[src/sais_pkg.sv]
// Purpose: constants and types for the serial audio input selector
// Assumes: control fields arrive as plain ports, no register bus
// Notes: format field packs framing mode and word length
package sais_pkg;
	localparam int SEL_HI = 7;
	localparam int SEL_LO = 6;
	localparam int MUX_EN_BIT = 8;
	localparam int CTRL2_W = 9;
	localparam logic [CTRL2_W-1:0] CTRL2_RESET = 9'h000;
	localparam int FMT_MODE_HI = 1;
	localparam int FMT_MODE_LO = 0;
	localparam int FMT_LEN_HI = 3;
	localparam int FMT_LEN_LO = 2;
	localparam int WORD_W = 24;
	localparam int CNT_W = 6;
	localparam logic [CNT_W-1:0] LEN_24 = 6'h18;
	localparam logic [CNT_W-1:0] LEN_20 = 6'h14;
	localparam logic [CNT_W-1:0] LEN_16 = 6'h10;
	localparam logic [CNT_W-1:0] CNT_ONE = 6'h01;
	localparam logic [CNT_W-1:0] CNT_MAX = 6'h3f;
	localparam logic [1:0] CODE_I2S = 2'h0;
	localparam logic [1:0] CODE_LJ = 2'h1;
	localparam logic [1:0] CODE_RJ = 2'h2;
	localparam logic [1:0] CODE_DSP = 2'h3;
	localparam logic [1:0] LCODE_20 = 2'h1;
	localparam logic [1:0] LCODE_16 = 2'h2;
	localparam int ZERO_W = 11;
	localparam logic [ZERO_W-1:0] ZERO_FRAMES = 11'h400;
	localparam int GROUPS = 3;
	localparam int PIN_W = 10;
	localparam int PIN_AUX = 9;
	localparam int TAPS = 4;

	typedef enum logic [3:0] {
		MODE_I2S = 4'h1,
		MODE_LJ = 4'h2,
		MODE_RJ = 4'h4,
		MODE_DSP = 4'h8
	} sais_mode_t;

	typedef struct packed {
		logic data;
		logic bclk;
		logic lrclk;
	} sais_group_t;

	typedef struct packed {
		logic [WORD_W-1:0] left;
		logic [WORD_W-1:0] right;
		logic [WORD_W-1:0] auxLeft;
		logic [WORD_W-1:0] auxRight;
	} sais_frame_t;
endpackage : sais_pkg

[src/sais_top.sv]
// Purpose: serial audio input selector, receiver, silence flag and capture output
// Assumes: all serial pins are asynchronous to clk and are oversampled by it
// Notes: bit clock must stay well below a quarter of clk for edges to be seen
`timescale 1ns/1ps
module sais_top (
	input wire logic clk,
	input wire logic clkEn,
	input wire logic resetn,
	input wire logic serial_in_data_a,
	input wire logic serial_in_data_b,
	input wire logic serial_in_data_c,
	input wire logic bit_clock_in_a,
	input wire logic bit_clock_in_b,
	input wire logic bit_clock_in_c,
	input wire logic frame_clock_in_a,
	input wire logic frame_clock_in_b,
	input wire logic frame_clock_in_c,
	input wire logic auxiliary_serial_in,
	input wire logic [3:0] formatCtrl,
	input wire logic [sais_pkg::CTRL2_W-1:0] selectCtrl,
	input wire logic auxEnable,
	input wire logic [sais_pkg::TAPS-1:0][sais_pkg::WORD_W-1:0] tapWord,
	input wire logic [sais_pkg::TAPS-1:0] tapStrobe,
	input wire logic [1:0] captureSelLeft,
	input wire logic [1:0] captureSelRight,
	output logic muxed_serial_data_out,
	output logic muxed_bit_clock_out,
	output logic muxed_frame_clock_out,
	output logic silence_indicator,
	output logic capture_serial_out,
	output sais_pkg::sais_frame_t rxFrame,
	output logic rxFrameValid,
	output logic [sais_pkg::TAPS-1:0][sais_pkg::WORD_W-1:0] captureWords
);
	function automatic logic [sais_pkg::CNT_W-1:0] wordLen(input logic [3:0] fmt);
		logic [1:0] code;
		code = fmt[sais_pkg::FMT_LEN_HI:sais_pkg::FMT_LEN_LO];
		if (code == sais_pkg::LCODE_20)
			return sais_pkg::LEN_20;
		else if (code == sais_pkg::LCODE_16)
			return sais_pkg::LEN_16;
		return sais_pkg::LEN_24;
	endfunction : wordLen

	function automatic sais_pkg::sais_mode_t decodeMode(input logic [3:0] fmt);
		logic [1:0] code;
		code = fmt[sais_pkg::FMT_MODE_HI:sais_pkg::FMT_MODE_LO];
		unique case (code)
			sais_pkg::CODE_I2S: return sais_pkg::MODE_I2S;
			sais_pkg::CODE_LJ: return sais_pkg::MODE_LJ;
			sais_pkg::CODE_RJ: return sais_pkg::MODE_RJ;
			sais_pkg::CODE_DSP: return sais_pkg::MODE_DSP;
		endcase
	endfunction : decodeMode

	// keeps the low len bits, MSB-aligned, so the sign bit lands on bit 23
	function automatic logic [sais_pkg::WORD_W-1:0] alignWord(
		input logic [sais_pkg::WORD_W-1:0] raw,
		input logic [sais_pkg::CNT_W-1:0] len
	);
		return raw << (sais_pkg::LEN_24 - len);
	endfunction : alignWord

	logic [sais_pkg::CTRL2_W-1:0] selCfg_q;
	logic [sais_pkg::PIN_W-1:0] pinRaw;
	logic [sais_pkg::PIN_W-1:0] sync1_q, sync2_q, sync3_q, pinF_q;
	logic [1:0] gIdx;
	sais_pkg::sais_group_t grp, muxOut_q;
	sais_pkg::sais_mode_t mode;
	logic [sais_pkg::CNT_W-1:0] len;
	logic bclkPrev_q, lrcAtRise_q, lrcAtFall_q;
	logic bclkRise, bclkFall, lrcEdge, txEdge;

	// a one-cycle-old copy; select is steady across reset release
	always_ff @(posedge clk)
		if (!resetn)
			selCfg_q <= sais_pkg::CTRL2_RESET;
		else if (clkEn)
			selCfg_q <= selectCtrl;

	assign pinRaw = {auxiliary_serial_in,
		serial_in_data_c, bit_clock_in_c, frame_clock_in_c,
		serial_in_data_b, bit_clock_in_b, frame_clock_in_b,
		serial_in_data_a, bit_clock_in_a, frame_clock_in_a};

	always_ff @(posedge clk)
		if (!resetn)
		begin
			sync1_q <= '0;
			sync2_q <= '0;
			sync3_q <= '0;
		end
		else if (clkEn)
		begin
			sync1_q <= pinRaw;
			sync2_q <= sync1_q;
			sync3_q <= sync2_q;
		end

	// a change is accepted only once the two later stages agree
	for (genvar i = 0; i < sais_pkg::PIN_W; i++)
	begin : g_filt
		always_ff @(posedge clk)
			if (!resetn)
				pinF_q[i] <= 1'b0;
			else if (clkEn && sync2_q[i] == sync3_q[i])
				pinF_q[i] <= sync3_q[i];
	end

	// code 11 is not a real source; fall back to group a
	assign gIdx = (selCfg_q[sais_pkg::SEL_HI:sais_pkg::SEL_LO] == 2'h3) ? 2'h0 :
		selCfg_q[sais_pkg::SEL_HI:sais_pkg::SEL_LO];
	assign grp = sais_pkg::sais_group_t'(pinF_q[3*gIdx +: 3]);

	always_ff @(posedge clk)
		if (!resetn)
			muxOut_q <= '0;
		else if (clkEn)
			muxOut_q <= selCfg_q[sais_pkg::MUX_EN_BIT] ? grp : '0;

	assign muxed_serial_data_out = muxOut_q.data;
	assign muxed_bit_clock_out = muxOut_q.bclk;
	assign muxed_frame_clock_out = muxOut_q.lrclk;

	assign mode = decodeMode(formatCtrl);
	assign len = wordLen(formatCtrl);
	assign bclkRise = grp.bclk & ~bclkPrev_q;
	assign bclkFall = ~grp.bclk & bclkPrev_q;
	assign lrcEdge = grp.lrclk != lrcAtRise_q;
	assign txEdge = grp.lrclk != lrcAtFall_q;

	always_ff @(posedge clk)
		if (!resetn)
		begin
			bclkPrev_q <= 1'b0;
			lrcAtRise_q <= 1'b0;
			lrcAtFall_q <= 1'b0;
		end
		else if (clkEn)
		begin
			bclkPrev_q <= grp.bclk;
			if (bclkRise)
				lrcAtRise_q <= grp.lrclk;
			if (bclkFall)
				lrcAtFall_q <= grp.lrclk;
		end

	// receive path: shift on every rising bit clock, count bits to find the word end (right-justified ends at the frame clock edge)
	logic [sais_pkg::WORD_W-1:0] rxSh_q, auxSh_q, shNext, auxNext;
	logic [sais_pkg::CNT_W-1:0] rxCnt_q, cntD, cntInc;
	logic rxLeft_q, leftD, emit, emitLeft, useOld;
	logic [sais_pkg::WORD_W-1:0] word, auxWord, leftHold_q, auxLeftHold_q;

	assign shNext = {rxSh_q[sais_pkg::WORD_W-2:0], grp.data};
	assign auxNext = {auxSh_q[sais_pkg::WORD_W-2:0], pinF_q[sais_pkg::PIN_AUX]};
	assign cntInc = rxCnt_q + sais_pkg::CNT_ONE;

	always_comb
	begin
		emit = 1'b0;
		emitLeft = rxLeft_q;
		useOld = 1'b0;
		cntD = rxCnt_q;
		leftD = rxLeft_q;
		if (bclkRise)
			unique case (mode)
				sais_pkg::MODE_I2S, sais_pkg::MODE_LJ:
					if (lrcEdge)
					begin
						// inter-IC-sound delays the MSB by one bit clock
						cntD = (mode == sais_pkg::MODE_LJ) ? sais_pkg::CNT_ONE : '0;
						leftD = (mode == sais_pkg::MODE_LJ) ? grp.lrclk : ~grp.lrclk;
					end
					else if (rxCnt_q < len)
					begin
						cntD = cntInc;
						emit = (cntInc == len);
					end
				sais_pkg::MODE_RJ:
					if (lrcEdge)
					begin
						// the word just before the frame clock edge belongs to the old half
						emit = 1'b1;
						useOld = 1'b1;
						emitLeft = lrcAtRise_q;
					end
				sais_pkg::MODE_DSP:
					if (grp.lrclk && !lrcAtRise_q)
					begin
						cntD = sais_pkg::CNT_ONE;
						leftD = 1'b1;
					end
					else if (rxCnt_q < len)
					begin
						cntD = cntInc;
						emit = (cntInc == len);
						if (emit && rxLeft_q)
						begin
							cntD = '0;
							leftD = 1'b0;
						end
					end
			endcase
	end

	assign word = alignWord(useOld ? rxSh_q : shNext, len);
	assign auxWord = auxEnable ? alignWord(useOld ? auxSh_q : auxNext, len) : '0;

	always_ff @(posedge clk)
		if (!resetn)
		begin
			rxSh_q <= '0;
			auxSh_q <= '0;
			rxCnt_q <= sais_pkg::CNT_MAX;
			rxLeft_q <= 1'b0;
		end
		else if (clkEn && bclkRise)
		begin
			rxSh_q <= shNext;
			auxSh_q <= auxNext;
			rxCnt_q <= cntD;
			rxLeft_q <= leftD;
		end

	always_ff @(posedge clk)
		if (!resetn)
		begin
			leftHold_q <= '0;
			auxLeftHold_q <= '0;
			rxFrame <= '0;
			rxFrameValid <= 1'b0;
		end
		else if (clkEn)
		begin
			rxFrameValid <= emit && !emitLeft;
			if (emit && emitLeft)
			begin
				leftHold_q <= word;
				auxLeftHold_q <= auxWord;
			end
			if (emit && !emitLeft)
				rxFrame <= '{left: leftHold_q, right: word,
					auxLeft: auxLeftHold_q, auxRight: auxWord};
		end

	// silence detect over whole frames on both inputs
	logic [sais_pkg::ZERO_W-1:0] zeroCnt_q;
	logic nonzero;
	assign nonzero = emit && (word != '0 || auxWord != '0);

	always_ff @(posedge clk)
		if (!resetn)
		begin
			zeroCnt_q <= '0;
			silence_indicator <= 1'b0;
		end
		else if (clkEn)
		begin
			if (nonzero)
			begin
				zeroCnt_q <= '0;
				silence_indicator <= 1'b0;
			end
			else if (emit && !emitLeft && zeroCnt_q != sais_pkg::ZERO_FRAMES)
			begin
				zeroCnt_q <= zeroCnt_q + 11'h001;
				silence_indicator <= (zeroCnt_q + 11'h001) == sais_pkg::ZERO_FRAMES;
			end
		end

	// four independent capture registers loaded from the processing taps
	logic [sais_pkg::TAPS-1:0][sais_pkg::WORD_W-1:0] capReg_q;
	for (genvar t = 0; t < sais_pkg::TAPS; t++)
	begin : g_cap
		always_ff @(posedge clk)
			if (!resetn)
				capReg_q[t] <= '0;
			else if (clkEn && tapStrobe[t])
				capReg_q[t] <= tapWord[t];
	end
	assign captureWords = capReg_q;

	// capture transmit: same framing as the receive side, launched on falling bit clock
	logic [sais_pkg::WORD_W-1:0] txSh_q, txWord;
	logic [sais_pkg::CNT_W-1:0] txCnt_q, txPos_q, halfLen_q, curPos;
	logic txPend_q, txLoad, txGap;

	assign curPos = txEdge ? '0 : txPos_q;

	always_comb
	begin
		txLoad = 1'b0;
		txGap = 1'b0;
		txWord = capReg_q[grp.lrclk ? captureSelLeft : captureSelRight];
		unique case (mode)
			sais_pkg::MODE_I2S:
			begin
				txWord = capReg_q[grp.lrclk ? captureSelRight : captureSelLeft];
				txLoad = txEdge;
				txGap = txEdge;
			end
			sais_pkg::MODE_LJ: txLoad = txEdge;
			sais_pkg::MODE_RJ: txLoad = (curPos == halfLen_q - len);
			sais_pkg::MODE_DSP:
				if (grp.lrclk && !lrcAtFall_q)
				begin
					txLoad = 1'b1;
					txWord = capReg_q[captureSelLeft];
				end
				else if (txPend_q && txCnt_q == len)
				begin
					txLoad = 1'b1;
					txWord = capReg_q[captureSelRight];
				end
		endcase
	end

	always_ff @(posedge clk)
		if (!resetn)
		begin
			txSh_q <= '0;
			capture_serial_out <= 1'b0;
			txCnt_q <= '0;
			txPos_q <= '0;
			halfLen_q <= '0;
			txPend_q <= 1'b0;
		end
		else if (clkEn && bclkFall)
		begin
			if (txEdge)
				halfLen_q <= txPos_q;
			txPos_q <= (curPos == sais_pkg::CNT_MAX) ? curPos : curPos + sais_pkg::CNT_ONE;
			if (txGap)
			begin
				capture_serial_out <= 1'b0;
				txSh_q <= txWord;
			end
			else if (txLoad)
			begin
				capture_serial_out <= txWord[sais_pkg::WORD_W-1];
				txSh_q <= txWord << 1;
				txCnt_q <= sais_pkg::CNT_ONE;
				txPend_q <= (mode == sais_pkg::MODE_DSP) && grp.lrclk && !lrcAtFall_q;
			end
			else
			begin
				capture_serial_out <= txSh_q[sais_pkg::WORD_W-1];
				txSh_q <= txSh_q << 1;
				if (txCnt_q != sais_pkg::CNT_MAX)
					txCnt_q <= txCnt_q + sais_pkg::CNT_ONE;
			end
		end
endmodule : sais_top

[config.mk]
export PLATFORM = sky130hd
export DESIGN_NAME = sais_top
export DESIGN_NICKNAME = d
export VERILOG_FILES = /design/src/sais_pkg.sv /design/src/sais_top.sv
export SDC_FILE = /design/constraint.sdc
export NUM_CORES = 1
export LEC_CHECK = 0
export BUFFER_PORTS_ARGS = -buffer_cell sky130_fd_sc_hd__buf_2
export CORE_ASPECT_RATIO = 1.75
export CORE_UTILIZATION = 60
export CTS_CLUSTER_DIAMETER = 60
export DETAILED_ROUTE_END_ITERATION = 16
export PLACE_DENSITY = 0.83
export SLEW_MARGIN = 20
export SYNTH_ARGS = -nofsm -noshare
export SYNTH_HDL_FRONTEND = slang
export SYNTH_SLANG_ARGS = --single-unit
[constraint.sdc]
create_clock -name clk -period 12.9 [get_ports clk]
set_input_delay 3.87 -clock clk [delete_from_list [all_inputs] [get_ports clk]]
set_output_delay 3.87 -clock clk [all_outputs]
set_load 0.03 [all_outputs]
* After elaboration in Yosys (flattened, before gate mapping)
Index checks and enable logic that the tools add are counted.
Cells by class: add/subtract/negate cells 6, shift-type cells 3, $mul 1, div/mod/pow operators 0, reduce and logical (&&, ||, !) cells 47, multiplexer cells 64, $lt $le $gt $ge 5, equal/unequal tests 33, bitwise logic cells 6
Operators with widths (count):
- 24-bit 2-to-1 mux | 11
- 24-bit binary-select mux with 2-bit select | 4
- 6-bit 2-to-1 mux | 12
- 24-bit case mux with 2 select lines | 1
- 24-bit nonzero test | 2
- 24-bit by 6-bit << shifter with 24-bit output | 2
- 1-bit logical AND | 26
- 1-bit 2-to-1 mux | 25
- 11-bit 2-to-1 mux | 2
- 6-bit by 1-bit adder with 6-bit output, second input constant | 3
- 6-bit equality test | 3
- 4-bit case mux with 4 select lines | 1
- 2-bit by 3-bit < comparator with 1-bit output, second input constant | 4
- 6-bit case mux with 2 select lines | 1
- 2-bit AND reduction | 6
- 11-bit by 1-bit adder with 11-bit output, second input constant | 1
- 11-bit equality test, second input constant | 1
- 11-bit inequality test, second input constant | 1
- 1-bit equality test | 10
- 10-bit by 5-bit indexed part select with 3-bit output | 1
- 2-bit equality test, second input constant | 4
- 6-bit equality test, second input constant | 1
- 6-bit < comparator | 1
- 2-bit 2-to-1 mux | 3
- other kinds (26) | 39
Storage, ports and cells: memory bits (read-only) 0, bits in writable memories 0, word-level logic and storage cells 208, bits in registers 407, memories kept 0, bits in latches 0, input bits 131, output and inout port bits 198

* Longest topological paths before layout
Gate-level depths: netlist of the first run.
word-level depth 16, mapped depth 18, depth with buffers taken out 14

* Worst setup path after synthesis of the first run
Ideal clock, no wire load.
path type input-to-reg, start in formatCtrl[0], end reg zeroCnt_q[8] (netlist bit), arrival time 6.815 ns, stages 14, required time 12.838 ns, buffers on the path 3, setup time 0.062 ns, setup slack 6.023 ns, cells stage by stage inv_1 > ha_1 > or3b_2 > buf_2 > clkbuf_1 > a2111oi_0 > a21oi_1 > nor4_1 > o2111ai_1 > nor4_4 > nand3_2 > buf_4 > or3b_1 > nand3_1
Between the ends: cells in the longest elaborated chain, start to end 13, elaborated cells between the ends (all ways) 31, those cells by class 7 x eq/ne; 2 x shift; 11 x mux; 11 x reduce/logical
Ends and longest elaborated chain:
- start: declaration | line sais_top.sv:19 | input wire logic [3:0] formatCtrl,
- 2-bit equality test, or another cell as far along | line sais_top.sv:48 | unique case (code)
- 4-bit case mux with 4 select lines * | line sais_top.sv:48
- 4-bit by 3-bit equality test with 1-bit output | line sais_top.sv:166 | unique case (mode)
- 1-bit 2-to-1 mux | line sais_top.sv:166
- 1-bit 2-to-1 mux | line sais_top.sv:165 | if (bclkRise)
- 24-bit 2-to-1 mux | line sais_top.sv:207 | assign auxWord = auxEnable ? alignWord(useOld ? auxSh_q : auxNext, len) : '0;
- 24-bit by 6-bit << shifter with 24-bit output | line sais_top.sv:61 | return raw << (sais_pkg::LEN_24 - len);
- 24-bit 2-to-1 mux | line sais_top.sv:207
- 24-bit nonzero test | line sais_top.sv:249 | assign nonzero = emit && (word != '0 || auxWord != '0);
- 1-bit logical OR | line sais_top.sv:249
- 1-bit logical AND | line sais_top.sv:249
- 2-bit nonzero test (no line)
- 2-bit AND reduction (no line)
- end signal: assignment | line sais_top.sv:266 | zeroCnt_q <= zeroCnt_q + 11'h001;
- end: declaration | line sais_top.sv:247 | logic [sais_pkg::ZERO_W-1:0] zeroCnt_q;
Mark *: on every way between the ends. The rest lies on a longest branch, timed or not. A chain may end at the register's enable or synchronous reset.

* Worst setup path after layout of the first run
start in formatCtrl[3], end reg zeroCnt_q[7] (netlist bit)
Between the ends: cells in the longest elaborated chain, start to end 13, elaborated cells between the ends (all ways) 26, those cells by class 1 x add/sub; 1 x order compare; 3 x eq/ne; 2 x shift; 11 x mux; 8 x reduce/logical
Ends and longest elaborated chain:
- 2-bit equality test | line sais_top.sv:40 | else if (code == sais_pkg::LCODE_16)
- 1-bit 2-to-1 mux | line sais_top.sv:40
- 1-bit 2-to-1 mux | line sais_top.sv:38 | if (code == sais_pkg::LCODE_20)
- 6-bit 2-to-1 mux * | line sais_top.sv:42 | return sais_pkg::LEN_24;
- parallel branches: the longest is 9 deep, another holds 5-bit by 6-bit subtractor with 6-bit output
Every way passes the cells marked *.

==> impl_metrics.tcl, run 1 <==
set metrics [dict create \
    syn-num-nets 2945 \
    ys_seq_area_share_pct 35.9 \
    port_buffers 322 \
    firstDrtPassIters 8 \
    route.met2.wl_um 36400 \
    synthAdderAreaFrac_pct 1.21 \
    post-route-period-util_pct 63.4 \
    drc 0 \
    synth_edf_count 0 \
    wire_per_inst_um 20.2 \
    critPathArrivalTime_ns 8.66 \
    cts_made_buffers 38 \
    period_needed_ns 8.18 \
    synth_top_flop_cell "dfxtp_1" \
    worstSetupPathType "in -> reg" \
    drive_gt1_share_pct 18.2 \
    globalplace.congestion 0.981 \
    wl_met3_um 4650 \
    reg2reg_slack_ns 6.84 \
    tightest_slew_ns 1.30 \
    relSlewSlack_pct 13.4 \
    syn_to_final_growth_pct 13.5 \
    syn_area_um2 22400 \
    initialDrtViolationCount 1563 \
    root_buffer "clkbuf_16" \
    status "finished clean" \
    ant_nets 0 \
    dp_slack_ns 4.16 \
    syn_inst 2793 \
    overflow 0 \
    clock_skew_ns 0.0180 \
    vdd_drop_max_mv 0.158 \
    track_usage_pct 36.2 \
    io_pins 329 \
    endpoint_kind "flip-flop" \
    crit_path_start "formatCtrl[3]" \
    power-per-cell-area_nw_per_um2 112 \
    insertion_delay_ns 0.54 \
    max_cap_violations 0 \
    slew_violations 0 \
    fin_ws_ns 4.72 \
    cpMostUsedCell "buf_4" \
    leakage_uw 0.00999 \
    initial_utilization_pct 60.9 \
    worstPathRequired_ns 13.38 \
    cpPeakStageDelay_ns 0.73 \
    clk_pin_slew_ns 0.07 \
    hold_buffers 0 \
    ys_types 79 \
    hp-class "reg -> reg" \
    finalHoldViolations 0 \
    routed_via_density 6.28 \
    postCtsSetupBuffers 0 \
    yosys.area_share.simple_pct 21.9 \
    fmax_mhz 122 \
    syn_area_per_cell_um2 8.02 \
    ys_ff_latch 401 \
    yosys.area_share.xor_xnor_pct 0.548 \
    grt_pass1_vias 21300 \
    routed-via-count 21700 \
    grt_first_pass_wirelength_um 111000 \
    cts_resized 0 \
    setup_viol 0 \
    cts_buffer_depth 3 \
    dieArea_um2 38100 \
    synth_top_family_by_area "compound AO/OA/AOI/OAI gates" \
    hold_start "rxFrame[45]$_SDFFE_PN0P_" \
    nets 3110 \
    die_x_um 148 \
    path_cells "buf_2 -> inv_1 -> ha_2 -> buf_4 -> nand2b_1 -> a21o_1 -> a21oi_1 -> nand2_1 -> o32ai_1 -> and3_2 -> buf_4 -> nand3_2 -> or4_1 -> nand3_1" \
    cts_tree "built" \
    antenna_found_initial 3 \
    synthMuxAreaShare_pct 12.2 \
    ys_warn_count 0 \
    top_layer "met5" \
    worst-path-max-fanout 102 \
    slowest_stage "buf_4" \
    r2r_start "selCfg_q[6]$_SDFFE_PN0P_" \
    wl_met1_um 23800 \
    async_flop_share_pct 0 \
    grt_max_degree 138 \
    holdWs_ns 0.458 \
    dp_hpwl_um 48700 \
    floorplan.die.height_um 258 \
    clock_sinks 401 \
    core_um2 36800 \
    num_rows 93 \
    h-tree-depth 2 \
    rsz0062_at_grt "false" \
    routed_wl_um 70000 \
    setup_tns_ns 0 \
    synth_compound_area_share_pct 23.2 \
    start_kind "input pin" \
]
==> Yosys cell counts, drive strengths merged, types with 6 or more instances <==
master	count	area (um2)
ha	20	250
mux2	6	67.6
or3	10	63.8
mux2i	86	861
mux4	80	1800
and2	21	131
o211ai	29	218
inv	47	176
nand2	772	2900
nor4	9	71.3
nand3b	7	52.6
a22o	26	228
a22oi	9	67.6
a211o	6	55.1
nand4	8	50.1
clkbuf	190	714
o21ai	169	846
xnor2	7	61.3
a32oi	7	61.3
nor3b	23	173
xor2	7	61.3
nor2	114	435
o22ai	11	68.8
nand3	62	315
a31oi	8	50.1
dfxtp	401	8030
a21boi	280	2100
a211oi	14	110
and3	9	56.3
o2bb2ai	10	87.6
nor2b	48	300
buf	43	253
a21o	15	113
a21oi	122	611
nor3	23	115
nand2b	15	93.8
a221oi	6	58.8
o211a	17	170
==> area by class of cell <==
cell class,instances,area [um2]
Antenna cell,1,2.50
Clock buffer,52,1140
Clock inverter,15,204
Fill cell,3008,11300
Inverter,47,176
Multi-Input combinational cell,2112,13300
Sequential cell,401,8030
Tap cell,475,594
Timing Repair Buffer,358,1950
==> cell families after synthesis <==
group	Yosys count
AND/OR/NAND/NOR	1137
AO/OA/AOI/OAI	768
flip-flops	401
buffers and inverters	280
multiplexers	172
adder cells (fa/ha/maj)	21
XOR/XNOR	14
==> where the power goes <==
part           total, uW  internal (uW)  switching, uW
logic                358            136            222
registers           1280           1260           26.2
clock network       1210            705            502
==> layout by cell type (no fill, tap or decap), types with 6 or more instances in the layout <==
cell type,netlist,routed
a22oi_1,9,9
nor3_1,23,20
a211oi_1,13,13
a32oi_1,7,7
o211a_1,17,17
mux4_2,80,80
and3_1,9,8
nor3b_1,23,23
mux2_2,6,6
xnor2_1,7,7
nor2b_1,48,47
inv_1,47,47
o2bb2ai_1,10,10
clkbuf_8,0,8
or3_1,9,9
a21boi_0,280,280
a22o_1,26,26
dfxtp_1,401,401
nand3b_1,7,7
nand3_1,61,60
xor2_1,7,7
o211ai_1,29,29
and2_1,21,21
a31oi_1,8,8
ha_1,20,18
a21o_1,15,15
buf_2,16,321
nand4_1,8,8
clkinv_2,0,6
nand2b_1,15,15
mux2i_1,86,82
buf_4,3,33
nand2_1,771,771
o21ai_0,167,167
nor2_1,113,112
a21oi_1,122,121
o22ai_1,11,11
nor4_1,8,8
clkbuf_16,0,41
==> per-layer routing <==
layer / vias to the layer above / GRT usage [%]
met5: - / 0
met4: 4 / 27.2
met3: 349 / 5.49
met2: 1114 / 65.6
met1: 10200 / 37.0
li1: 10100 / -
==> final timing paths <==
check / to / depth (start not counted)
worst min-delay path: rxFrame[45]$_SDFFE_PN0P_ / 2
worst min register to register: rxFrame[45]$_SDFFE_PN0P_ / 2
worst max-delay path: zeroCnt_q[7]$_SDFFE_PN0P_ / 14
worst max register to register: zeroCnt_q[7]$_SDFFE_PN0P_ / 14
==> flip-flops by register name, summed over array words and instances, names as in the netlist, 9 cells and up <==
signal and count:
auxLeftHold_q 24, auxSh_q 24, captureWords 96, leftHold_q 24, pinF_q 9, rxFrame 96
rxSh_q 24, sync1_q 10, sync2_q 10, sync3_q 10, txSh_q 24, zeroCnt_q 11
==> worst max-delay path, delay by kind of cell <==
kind	cells	cell delay [ns]
AND/OR/NAND/NOR	6	1.61
buffers and inverters	4	1.50
adder cells (fa/ha/maj)	1	0.65
AO/OA/AOI/OAI	3	0.99
==> through the flow <==
stage / power [uW] / instance area, um2 / instances / utilization, %
2_1_floorplan: 1550 / 22400 / 2793 / -
3_3_place_gp: 1640 / 24000 / 3390 / 65.3
3_5_place_dp: 1660 / 24000 / 3390 / 65.3
4_1_cts: 2850 / 25300 / 3457 / 68.9
5_1_grt: 2930 / 25400 / 3461 / 69.1
6_report: 2850 / 25400 / 3461 / 69.1
Power figures use the tool's default switching activity.
==> run 2, diff against run 1 <==
Settings changed: ABC_AREA set to 1, CORE_UTILIZATION 60 to 57, PLACE_DENSITY 0.83 to 0.8.
Clock period 12.9 ns to 8 ns, I/O delays scaled along.
==> impl_metrics.tcl, run 2 <==
set metrics [dict create \
    status "finished clean" \
    initial_utilization_pct 57.7 \
    cts_tree "built" \
    ys_warn_count 0 \
    dieArea_um2 37200 \
    clk_pin_slew_ns 0.06 \
    slowest_stage "inv_2" \
    power-per-cell-area_nw_per_um2 208 \
    ys_seq_area_share_pct 38.7 \
    io_pins 329 \
    yosysMostFrequentCell "o21ai_0" \
    die_x_um 146 \
    firstDrtPassIters 6 \
    cts_buffer_depth 3 \
    setup_viol 0 \
    leakage_uw 0.0101 \
    worstSetupPathType "in -> reg" \
    wl_met3_um 4690 \
    routed_via_density 5.90 \
    synth_area_leaders "dfxtp_1, o21ai_0, a21oi_1, nand2_1, nor2_1" \
    path_cells "buf_2 -> inv_1 -> ha_1 -> buf_4 -> xor2_1 -> a21oi_1 -> nand2_1 -> inv_1 -> buf_4 -> o21ai_0 -> nand3_1 -> o21ai_1 -> inv_2 -> nor2_1 -> nor2_1 -> inv_1 -> o21ai_0 -> nand2_1 -> nor2_1" \
    syn_inst 3097 \
    globalplace.congestion 0.943 \
    endpoint_kind "flip-flop" \
    hold_buffers 0 \
    synth_top_cell_by_area "dfxtp_1" \
    clock_skew_ns 0.0210 \
    top_layer "met5" \
    utilization_pct 65.5 \
    overflow 0 \
    crit_path_start "formatCtrl[3]" \
    reg2reg_slack_ns 2.68 \
    postCtsSetupBuffers 0 \
    nets 3415 \
    worstPathRequired_ns 8.47 \
    antenna_found_initial 5 \
    hold_start "halfLen_q[2]$_SDFFE_PN0P_" \
    cpPeakStageDelay_ns 0.68 \
    synth_top_flop_cell "dfxtp_1" \
    ys_top_cells_by_count "o21ai_0, nand2_1, dfxtp_1" \
    cts_made_buffers 37 \
    drive_gt1_share_pct 14.1 \
    max_cap_violations 0 \
    insertion_delay_ns 0.55 \
    vdd_drop_max_mv 0.210 \
    reg2regPathDepth 24 \
    fmax_mhz 162 \
    syn-num-nets 3249 \
    floorplan.die.height_um 254 \
    grt_max_degree 183 \
    start_kind "input pin" \
    grt_pass1_vias 21000 \
    dp_hpwl_um 43400 \
    route.met2.wl_um 31800 \
    clock_sinks 401 \
    ys_types 46 \
    finalHoldViolations 0 \
    dp.cells 3694 \
    port_buffers 322 \
    core_um2 35900 \
    synth_edf_count 0 \
    num_rows 92 \
    syn_area_per_cell_um2 6.69 \
    root_buffer "clkbuf_16" \
    worst-path-max-fanout 49 \
    fin_cells 3761 \
    wire_per_inst_um 17.0 \
    routed_wl_um 63900 \
    rsz0062_at_grt "false" \
    post-route-period-util_pct 77.1 \
    fill_cells 3293 \
    ant_nets 0 \
    r2r_end "zeroCnt_q[5]$_SDFFE_PN0P_" \
    tightest_slew_ns 1.11 \
    routed-via-count 22200 \
    track_usage_pct 33.5 \
    critPathArrivalTime_ns 6.63 \
    grt_first_pass_wirelength_um 103000 \
    syn_area_um2 20700 \
    hp-class "reg -> reg" \
    layout_commonest_cell "o21ai_0" \
    drc 0 \
    endpoint "txCnt_q[2]$_SDFFE_PN0P_" \
    final_cell_mix "o21ai_0, nand2_1, dfxtp_1, nor2_1, a21oi_1" \
    h-tree-depth 2 \
    period_needed_ns 6.17 \
    wl_met1_um 23700 \
    ys_ff_latch 401 \
    syn_to_final_growth_pct 13.4 \
    slew_violations 0 \
    initialDrtViolationCount 1589 \
    r2r_start "selCfg_q[7]$_SDFFE_PN0P_" \
    setup_tns_ns 0 \
    async_flop_share_pct 0 \
    cts_resized 0 \
    relSlewSlack_pct 25.8 \
    synth_top_area_share_pct 38.7 \
]
[run 2: cell types whose count changed in the layout (fill, tap and decap cells not counted), moves of 165 or more]
| cell | previous run | this run |
|---|---|---|
| o21ai_0 | 167 | 575 |
| nand2_1 | 771 | 415 |
| nor2_1 | 112 | 398 |
| a21boi_0 | 280 | 0 |
| a21oi_1 | 121 | 365 |
| inv_1 | 47 | 212 |
[run 2: worst min path at each step]
stage                     slack [ns]                             end  depth (start not counted)
after detailed placement        0.46  auxLeftHold_q[15]$_SDFFE_PN0P_                          2
after global routing            0.49          txSh_q[0]$_SDFFE_PN0P_                          2
final                           0.46       halfLen_q[2]$_SDFFE_PN0P_                          2
after floorplan                 0.43  auxLeftHold_q[23]$_SDFFE_PN0P_                          2
after CTS                       0.47       halfLen_q[2]$_SDFFE_PN0P_                          2
after global placement          0.45       halfLen_q[2]$_SDFFE_PN0P_                          2
[run 2: metrics by stage]
stage               area (um2)  hold WS, ns  worst slack [ns]  total power, uW
floorplan                20700        0.430              3.11             2840
global placement         22300        0.447              1.38             3090
detailed placement       22300        0.457              1.38             3110
CTS                      23500        0.467              1.93             4900
global route             23500        0.493              1.49             5100
finish                   23500        0.464              1.83             4890
[run 2: power by group]
group          internal (uW)  switching, uW  total [uW]  leakage, uW
clock                   1020            781        1810     0.000595
sequential              2080           79.5        2160      0.00327
combinational            275            649         925      0.00622
[run 2: final cells by class]
class | count | area, um2 | area share (%)
inverters | 235 | 883 | 3.76
flip-flops and latches | 401 | 8030 | 34.1
multi-input cells | 2231 | 10900 | 46.2
well taps | 470 | 588 | 2.50
repair buffers | 357 | 1920 | 8.16
clock buffers | 50 | 1060 | 4.49
clock inverters | 13 | 156 | 0.665
diodes | 4 | 10.0 | 0.0426
[run 2: logic make-up (layout without fill, tap and decap cells)]
| logic type | Yosys count | after routing | share of synthesized area [%] |
|---|---|---|---|
| buffers and inverters | 465 | 655 | 8.98 |
| xor gates and xnor gates | 19 | 19 | 0.803 |
| other | 0 | 4 | 0 |
| AOI/OAI and AO/OA | 1123 | 1123 | 28.8 |
| and+or+nand+nor | 1068 | 1068 | 21.4 |
| adders and majority gates | 21 | 21 | 1.30 |
| DFF | 401 | 401 | 38.7 |
[run 2: metal layers]
layer	track usage (%)	up-vias
met1	36.5	10100
met4	21.2	2
li1	-	10800
met3	5.21	283
met5	0	-
met2	60.7	999
[run 2: worst max-delay path: cells and delay by family]
| kind | cells | cell delay [ns] |
|---|---|---|
| simple gates | 6 | 0.83 |
| fa+ha+maj | 1 | 0.55 |
| xor+xnor | 1 | 0.12 |
| buf+inv | 7 | 1.96 |
| compound gates | 4 | 0.72 |
